**config.mk**
```make
export PLATFORM = sky130hd
export DESIGN_NAME = uhpm_ctrl
export DESIGN_NICKNAME = d
export VERILOG_FILES = /design/src/inc/uhpm_pkg.sv /design/src/verilog/uhpm_ctrl.sv /design/src/verilog/uhpm_suspend_bits.sv
export SDC_FILE = /design/constraint.sdc
export NUM_CORES = 1
export LEC_CHECK = 0
export BUFFER_PORTS_ARGS = -buffer_cell sky130_fd_sc_hd__buf_4
export CAP_MARGIN = 40
export CORE_ASPECT_RATIO = 0.9
export CORE_MARGIN = 1.5
export CORE_UTILIZATION = 47
export CTS_BUF_LIST = sky130_fd_sc_hd__clkbuf_4
export CTS_CLUSTER_DIAMETER = 120
export DETAILED_ROUTE_END_ITERATION = 10
export PLACE_DENSITY = 0.86
export SETUP_SLACK_MARGIN = 0.4
export SLEW_MARGIN = 20
export SYNTH_ARGS = -nofsm -noshare
export SYNTH_HDL_FRONTEND = slang
export SYNTH_HIERARCHICAL = 1
export SYNTH_SLANG_ARGS = --single-unit
```
**constraint.sdc**
```tcl
create_clock -name ref_clk_i -period 5.1 [get_ports ref_clk_i]
set_input_delay 1.02 -clock ref_clk_i [delete_from_list [all_inputs] [get_ports ref_clk_i]]
set_output_delay 1.02 -clock ref_clk_i [all_outputs]
set_load 0.02 [all_outputs]
```
**src/inc/uhpm_pkg.sv**
```systemverilog
/*
 * Constants for the USB host power management control/status register.
 * Assumes a byte-addressed configuration space with byte enables.
 */
package uhpm_pkg;
    localparam logic [7:0]  PMCS_OFFSET      = 8'h54;
    localparam int          PMCS_WIDTH       = 16;
    localparam logic [15:0] PMCS_RESET       = 16'h0000;
    localparam int          WAKE_STS_BIT     = 15;
    localparam int          POWER_DATA_SCALE_HI          = 14;
    localparam int          POWER_DATA_SCALE_LO          = 13;
    localparam int          POWER_DATA_SELECT_HI          = 12;
    localparam int          POWER_DATA_SELECT_LO          = 9;
    localparam int          WAKE_EN_BIT      = 8;
    localparam int          PSTATE_HI        = 1;
    localparam int          PSTATE_LO        = 0;
    localparam logic [1:0]  PSTATE_D0        = 2'h0;
    localparam logic [1:0]  PSTATE_D3HOT     = 2'h3;
    localparam logic [1:0]  POWER_DATA_SCALE_VALUE       = 2'h0;
    localparam logic [3:0]  POWER_DATA_SELECT_VALUE       = 4'h0;
    localparam logic [3:0]  WARM_RST_CYCLES  = 4'h4;
endpackage

```
**src/verilog/uhpm_ctrl.sv**
```systemverilog
/*
 * Power management control/status register of a USB enhanced host function.
 * Assumes single-cycle config write/read strobes with byte enables,
 * inputs synchronous to ref_clk_i, and a separate suspend-well reset.
 */
`timescale 1ns/1ps
module uhpm_ctrl (
    // Clock and resets
    input  wire logic        ref_clk_i,
    input  wire logic        rst_n_i,
    input  wire logic        susp_rst_n_i,
    // Configuration access
    input  wire logic        cfg_wr_i,
    input  wire logic        cfg_rd_i,
    input  wire logic [7:0]  cfg_addr_i,
    input  wire logic [1:0]  cfg_be_i,
    input  wire logic [15:0] cfg_wdata_i,
    output logic [15:0]      cfg_rdata_o,
    output logic             cfg_ack_o,
    // Memory range gate
    input  wire logic        mem_req_i,
    output logic             mem_accept_o,
    // Function events
    input  wire logic        wake_event_i,
    output logic             wake_o,
    output logic             warm_rst_o,
    output logic [1:0]       power_state_o
);
    import uhpm_pkg::*;

    typedef enum logic [1:0] {
        UHPM_RUN  = 2'b01,
        UHPM_WRST = 2'b10
    } uhpm_state_t;

    logic        sel;
    logic        wr_lo;
    logic        wr_hi;
    logic        sts_clr;
    logic        wake_sts;
    logic        wake_en;
    logic [1:0]  pstate_r;
    logic [1:0]  pstate_nxt;
    logic [15:0] rdata_r;
    logic [15:0] rdata_nxt;
    logic        ack_r;
    logic        ack_nxt;
    logic [3:0]  cnt_r;
    logic [3:0]  cnt_nxt;
    uhpm_state_t st_r;
    uhpm_state_t st_nxt;

    function automatic logic [15:0] pack_reg(input logic sts, input logic en,
                                             input logic [1:0] ps);
        logic [15:0] v;
        v = 16'h0000;
        v[WAKE_STS_BIT]      = sts;
        v[POWER_DATA_SCALE_HI:POWER_DATA_SCALE_LO]   = POWER_DATA_SCALE_VALUE;
        v[POWER_DATA_SELECT_HI:POWER_DATA_SELECT_LO]   = POWER_DATA_SELECT_VALUE;
        v[WAKE_EN_BIT]       = en;
        v[PSTATE_HI:PSTATE_LO] = ps;
        return v;
    endfunction

    assign sel     = (cfg_addr_i == PMCS_OFFSET);
    assign wr_lo   = cfg_wr_i && sel && cfg_be_i[0];
    assign wr_hi   = cfg_wr_i && sel && cfg_be_i[1];
    assign sts_clr = wr_hi && cfg_wdata_i[WAKE_STS_BIT];

    uhpm_suspend_bits u_susp (
        .ref_clk_i           (ref_clk_i),
        .susp_rst_n_i        (susp_rst_n_i),
        .wake_event_i        (wake_event_i),
        .sts_clr_i           (sts_clr),
        .en_wr_i             (wr_hi),
        .en_val_i            (cfg_wdata_i[WAKE_EN_BIT]),
        .wake_event_status_o (wake_sts),
        .wake_event_enable_o (wake_en)
    );

    always_comb begin
        pstate_nxt = pstate_r;
        st_nxt     = st_r;
        cnt_nxt    = cnt_r;
        ack_nxt    = cfg_wr_i || cfg_rd_i;
        rdata_nxt  = rdata_r;
        if (cfg_rd_i) begin
            rdata_nxt = sel ? pack_reg(wake_sts, wake_en, pstate_r) : 16'h0000;
        end
        if (wr_lo) begin
            if (cfg_wdata_i[PSTATE_HI:PSTATE_LO] == PSTATE_D0 ||
                cfg_wdata_i[PSTATE_HI:PSTATE_LO] == PSTATE_D3HOT) begin
                pstate_nxt = cfg_wdata_i[PSTATE_HI:PSTATE_LO];
            end
        end
        case (st_r)
            UHPM_RUN: begin
                if (pstate_r == PSTATE_D3HOT && pstate_nxt == PSTATE_D0) begin
                    st_nxt  = UHPM_WRST;
                    cnt_nxt = WARM_RST_CYCLES;
                end
            end
            UHPM_WRST: begin
                cnt_nxt = cnt_r - 4'h1;
                if (cnt_r == 4'h1) begin
                    st_nxt = UHPM_RUN;
                end
            end
            default: begin
                st_nxt  = UHPM_RUN;
                cnt_nxt = 4'h0;
            end
        endcase
    end

    always_ff @(posedge ref_clk_i or negedge rst_n_i) begin
        if (!rst_n_i) begin
            pstate_r <= PMCS_RESET[PSTATE_HI:PSTATE_LO];
            rdata_r  <= 16'h0000;
            ack_r    <= 1'b0;
            cnt_r    <= 4'h0;
            st_r     <= UHPM_RUN;
        end else begin
            pstate_r <= pstate_nxt;
            rdata_r  <= rdata_nxt;
            ack_r    <= ack_nxt;
            cnt_r    <= cnt_nxt;
            st_r     <= st_nxt;
        end
    end

    assign cfg_rdata_o   = rdata_r;
    assign cfg_ack_o     = ack_r;
    assign mem_accept_o  = mem_req_i && (pstate_r != PSTATE_D3HOT);
    assign wake_o        = wake_sts && wake_en;
    assign warm_rst_o    = (st_r == UHPM_WRST);
    assign power_state_o = pstate_r;
endmodule

```
**src/verilog/uhpm_suspend_bits.sv**
```systemverilog
/*
 * Suspend-well wake status and enable bits.
 * Assumes a separate suspend-well reset; core and warm resets do not reach here.
 */
`timescale 1ns/1ps
module uhpm_suspend_bits (
    // Clock and suspend reset
    input  wire logic ref_clk_i,
    input  wire logic susp_rst_n_i,
    // Controls
    input  wire logic wake_event_i,
    input  wire logic sts_clr_i,
    input  wire logic en_wr_i,
    input  wire logic en_val_i,
    // State
    output logic      wake_event_status_o,
    output logic      wake_event_enable_o
);
    import uhpm_pkg::*;

    logic sts_r;
    logic sts_nxt;
    logic en_r;
    logic en_nxt;

    always_comb begin
        sts_nxt = sts_r;
        if (sts_clr_i) begin
            sts_nxt = 1'b0;
        end
        if (wake_event_i) begin
            sts_nxt = 1'b1;
        end
        en_nxt = en_wr_i ? en_val_i : en_r;
    end

    always_ff @(posedge ref_clk_i or negedge susp_rst_n_i) begin
        if (!susp_rst_n_i) begin
            sts_r <= PMCS_RESET[WAKE_STS_BIT];
            en_r  <= PMCS_RESET[WAKE_EN_BIT];
        end else begin
            sts_r <= sts_nxt;
            en_r  <= en_nxt;
        end
    end

    assign wake_event_status_o = sts_r;
    assign wake_event_enable_o = en_r;
endmodule

```
# Word-level counts from Yosys, hierarchy flattened
# Cells that the tools add are included.
[totals]
regBits = 27
latchBits = 0
mem_bits_rw = 0
mem_bits_ro = 0
input_bits = 33
output_inout_bits = 22
wordCells = 40
mem_count = 0
[op_classes]
n_addsub = 1
n_mul = 0
div_mod_pow = 0
magnitude_cmp = 0
eq_ne = 9
shift = 0
muxes = 10
bitwise = 0
reduce_logical = 13
[op_table]
columns = ["operator", "n"]
rows = [
  ["2-to-1 mux 16 bit", 1],
  ["equality test 8 x 7 -> 1 bit, second input constant", 1],
  ["2-to-1 mux 2 bit", 4],
  ["one-hot mux 4 bit (2 select lines)", 1],
  ["logical AND 1 bit", 7],
  ["equality test 2 bit, second input constant", 3],
  ["equality test 4 x 1 -> 1 bit, second input constant", 1],
  ["zero test 2 bit", 2],
  ["2-to-1 mux 4 bit", 1],
  ["!= test 2 bit, second input constant", 2],
  ["one-hot mux 2 bit (2 select lines)", 1],
  ["subtractor 4 x 1 -> 4 bit, second input constant", 1],
  ["equality test 2 x 1 -> 1 bit, second input constant", 1],
  ["logical OR 1 bit", 2],
  ["2-to-1 mux 1 bit", 2],
  ["!= test 2 x 1 -> 1 bit, second input constant", 1],
  ["AND reduction 2 bit", 1],
  ["nonzero test 2 bit", 1],
]

# Depth between registers and ports, before layout
[depth]
depth_word = 8
ltp_mapped = 6
ltp_nobuf = 6

# Modules after synthesis
# The synthesis kept the hierarchy.
[modules_own_cells]
columns = ["module", "n_inst", "cells_each", "area_per_inst_um2", "seq_area_each_um2"]
rows = [
  ["uhpm_ctrl", 1, 90, 835.8, 326.6],
  ["uhpm_suspend_bits", 1, 5, 76.3, 50.0],
]

# Worst setup path before layout
# OpenSTA, ideal clock, no wires.
[synth_path]
kind = "input -> output"
startpoint = "input mem_req_i"
endpoint = "output mem_accept_o"
arrival_ps = 1529
required_ps = 4080
slack_ps = 2551
stages = 1
cell_sequence = "a21boi_0"
[synth_via]
elab_chain_cells = 1
[synth_lines]
columns = ["item", "line", "text"]
rows = [
  ["from (decl)", "uhpm_ctrl.sv:21", "input wire logic mem_req_i,"],
  ["logical AND 1 bit", "uhpm_ctrl.sv:134", "assign mem_accept_o = mem_req_i && (pstate_r != PSTATE_D3HOT);"],
  ["to (decl)", "uhpm_ctrl.sv:22", "output logic mem_accept_o,"],
]
# No other way between the ends.

# Worst setup path in the final report
# Ends and elaborated chain as after synthesis.

==> qor.json <==
{
  "n_antenna_cell": {"value": 0},
  "synth.lib_cells_used.distinct": {"value": 34},
  "die-area": {"value": 0.00221, "unit": "mm^2"},
  "startpoint_type": {"value": "input port"},
  "fmax": {"value": 408, "unit": "MHz"},
  "cap_viol_max_count": {"value": 0},
  "crit_family": {"value": "buffers and inverters"},
  "pin_count": {"value": 55},
  "gp_routability_congestion": {"value": 0.778},
  "clkLatencyLatePin": {"value": 0.29, "unit": "ns"},
  "fraction_of_layout_instances_using_a_drive_strength_above_1": {"value": 32.3, "unit": "%"},
  "number_of_rows_in_the_core_area": {"value": 14},
  "timing.final.crit_share": {"value": 48.0, "unit": "%"},
  "core_util_final": {"value": 65.2, "unit": "%"},
  "grt_setup_unrepaired": {"value": "false"},
  "design.final.nets": {"value": 165},
  "worst-path-buf-inv": {"value": 2},
  "seq_area": {"value": 377, "unit": "um^2"},
  "detailed_route_vias_per_instance": {"value": 5.00},
  "holdCritPathClass": {"value": "input port to async pin"},
  "synth_area_leader_cell": {"value": "dfrtp_1"},
  "crit_top_cell": {"value": "buf_4"},
  "drt-wirelength-per-cell": {"value": 11.7, "unit": "um"},
  "period_minus_slack": {"value": 2.45, "unit": "ns"},
  "grt_util_met2": {"value": 30.3, "unit": "%"},
  "peakVddDrop": {"value": 0.000148, "unit": "V"},
  "track_usage": {"value": 17.9, "unit": "%"},
  "tritoncts": {"value": "yes"},
  "met1_usage": {"value": 21.1, "unit": "%"},
  "routed_wirelength": {"value": 1770, "unit": "um"},
  "first_global_vias": {"value": 717},
  "cts_buffer_depth": {"value": 2},
  "crit_slowest_cell": {"value": "a21boi_0"},
  "multi_input_comb_area": {"value": 445, "unit": "um^2"},
  "grt_overflow": {"value": 0},
  "cp_data_arrival_time": {"value": 1.43, "unit": "ns"},
  "timing_max_transition_violations_final": {"value": 0},
  "netlist.area_leader.share": {"value": 38.4, "unit": "%"},
  "criticalPathCategory": {"value": "input port to output pin"},
  "syn2layout_area_growth": {"value": 25.2, "unit": "%"},
  "register_bit_total_from_synthesis": {"value": 15},
  "finalHoldViolCount": {"value": 0},
  "global_route.usage.met3": {"value": 3.31, "unit": "%"},
  "antenna_left": {"value": 0},
  "top_usage_layer": {"value": "met2"},
  "worstSetupEndpointType": {"value": "output pin"},
  "drt-initial-drc-count": {"value": 6},
  "core_area": {"value": 0.00175, "unit": "mm^2"},
  "slowest_delay": {"value": 0.17, "unit": "ns"},
  "post_cts.resized_instances": {"value": 0},
  "numCtsBuffers": {"value": 3},
  "cts_post_setup_buffers_inserted": {"value": 0},
  "cellLeakagePower": {"value": 0.000586, "unit": "uW"},
  "route.vias.total": {"value": 755},
  "dp.final_hpwl": {"value": 1430, "unit": "um"},
  "cts.clk_slew.worst_paths": {"value": 0.09, "unit": "ns"},
  "grt_antenna_before_repair": {"value": 0},
  "setup_viol": {"value": 0},
  "cts-htree-levels": {"value": 1},
  "grt_first_pass_wirelength": {"value": 2920, "unit": "um"},
  "yosysSeqAreaShare": {"value": 41.3, "unit": "%"},
  "required_worst_endpoint": {"value": 4.08, "unit": "ns"},
  "drc": {"value": 0},
  "worst_skew": {"value": 0.00121, "unit": "ns"},
  "number_of_clock_sinks": {"value": 15},
  "die_x": {"value": 49.4, "unit": "um"},
  "io_buffer_count": {"value": 30},
  "worst-path-max-fanout": {"value": 1},
  "worstPathCellList": {"value": "buf_4, a21boi_0, buf_4"},
  "pwr_density_cell": {"value": 191, "unit": "mW/mm^2"},
  "start_util": {"value": 52.1, "unit": "%"},
  "synth_cells": {"value": 95},
  "vert_die_dim": {"value": 44.8, "unit": "um"},
  "synth.cell_area": {"value": 912, "unit": "um^2"},
  "drt_pass1_iterations": {"value": 2},
  "status": {"value": "finished, final reports clean"},
  "avg_cell_area_syn": {"value": 9.60, "unit": "um^2"},
  "ys_top_cells_by_area": {"value": "dfrtp_1, buf_4, ha_1"},
  "maximum_number_of_pins_on_one_net_before_global_route_repair": {"value": 14},
  "cts_root_buffer": {"value": "clkbuf_4"},
  "synth-warning-count": {"value": 6},
  "num-fill-cells": {"value": 155},
  "cts_hold_repair.buffers": {"value": 0},
  "finalSetupTns": {"value": 0, "unit": "ns"}
}
-- per-stage QoR --
stage | instance area [um^2] | total power [uW] | hold slack [ns] | setup WS, ns | cells
floorplan | 953 | 143 | 0.467 | 2.55 | 106
global placement | 1110 | 152 | 0.504 | 2.39 | 147
detailed placement | 1110 | 152 | 0.509 | 2.36 | 147
CTS | 1140 | 220 | 0.490 | 2.65 | 151
global route | 1140 | 231 | 0.470 | 2.60 | 151
finish | 1140 | 218 | 0.495 | 2.65 | 151
-- per-layer routing --
metal | part of all wire (%) | up-vias
li1 | - | 369
met1 | 43 | 348
met2 | 48 | 34
met3 | 7.1 | 4
met4 | 2.5 | 0
met5 | 0 | -
-- report_power, final --
| part | internal (uW) | switching [uW] |
|---|---|---|
| logic | 13.1 | 17.1 |
| clock network | 29.2 | 38.8 |
| registers | 120 | 0.307 |
-- kinds of logic (layout without fill, tap and decap cells) --
family	count (synthesis)	count (layout)	synth area share, %
AND/OR/NAND/NOR	30	30	20.2
buffers and inverters	23	44	14.4
other	1	12	0.411
AO/OA/AOI/OAI	20	20	15.5
adder cells (fa/ha/maj)	4	4	5.49
multiplexers	2	2	2.74
flip-flops	15	15	41.3
-- layout make-up --
class / instances / share of cell area [%]
multi-input combinational: 68 / 39.0
sequential: 15 / 33.0
timing repair buffer: 30 / 19.7
inverter: 10 / 3.29
tap: 24 / 2.63
clock buffer: 3 / 1.97
clock inverter: 1 / 0.438
-- sequential cells by signal (all words and copies together), names as in the netlist --
signal	cells
cfg_rdata_o	4
cnt_r	4
power_state_o	2
st_r	2
cfg_ack_o	1
u_susp/wake_event_enable_o	1
u_susp/wake_event_status_o	1
-- path summary, 6_finish.rpt --
path / endpoint / from / cells after the start / slack, ns
setup reg to reg: cnt_r[3]$_DFFE_PN0P_ / power_state_o[0]$_DFF_PN0_ / 4 / 3.30
min in group ref_clk_i: st_r[0]$_DFFE_PN1P_ / st_r[0]$_DFFE_PN1P_ / 1 / 0.53
hold / removal: u_susp/wake_event_status_o$_DFFE_PN0P_ / susp_rst_n_i / 1 / 0.49
hold reg to reg: st_r[0]$_DFFE_PN1P_ / st_r[0]$_DFFE_PN1P_ / 1 / 0.53
max in group asynchronous: st_r[0]$_DFFE_PN1P_ / rst_n_i / 1 / 4.31
setup / recovery: mem_accept_o / mem_req_i / 3 / 2.65
-- cells in the final DEF (no fill, tap or decap), types with 2 or more instances in the layout --
| master | n |
|---|---|
| inv_1 | 10 |
| and2_1 | 3 |
| nor2_1 | 6 |
| nand3_1 | 4 |
| clkbuf_4 | 3 |
| conb_1 | 12 |
| a31oi_1 | 2 |
| a21o_1 | 2 |
| ha_1 | 4 |
| dfrtp_1 | 14 |
| a21oi_1 | 4 |
| o21ai_0 | 7 |
| nand2_1 | 5 |
| buf_4 | 30 |
-- cells in the mapped netlist --
cell,n
dfrtp_1,14
buf_4,12
inv_1,10
o21ai_0,7
nor2_1,6
nand2_1,5
a21oi_1,4
ha_1,4
nand3_1,4
and2_1,3
a21o_1,2
a31oi_1,2
a21bo_1,1
a21boi_0,1
a22oi_1,1
and3_1,1
clkbuf_1,1
conb_1,1
dfstp_2,1
mux2_4,1
mux2i_1,1
nand2b_1,1
nand4b_1,1
nand4bb_1,1
nor3_1,1
nor4_2,1
o22ai_1,1
o41ai_4,1
or2_2,1
or3_1,1
or3b_2,1
or4_1,1
or4b_4,1
or4bb_1,1
No activity file was read; power rests on OpenSTA's default activity.
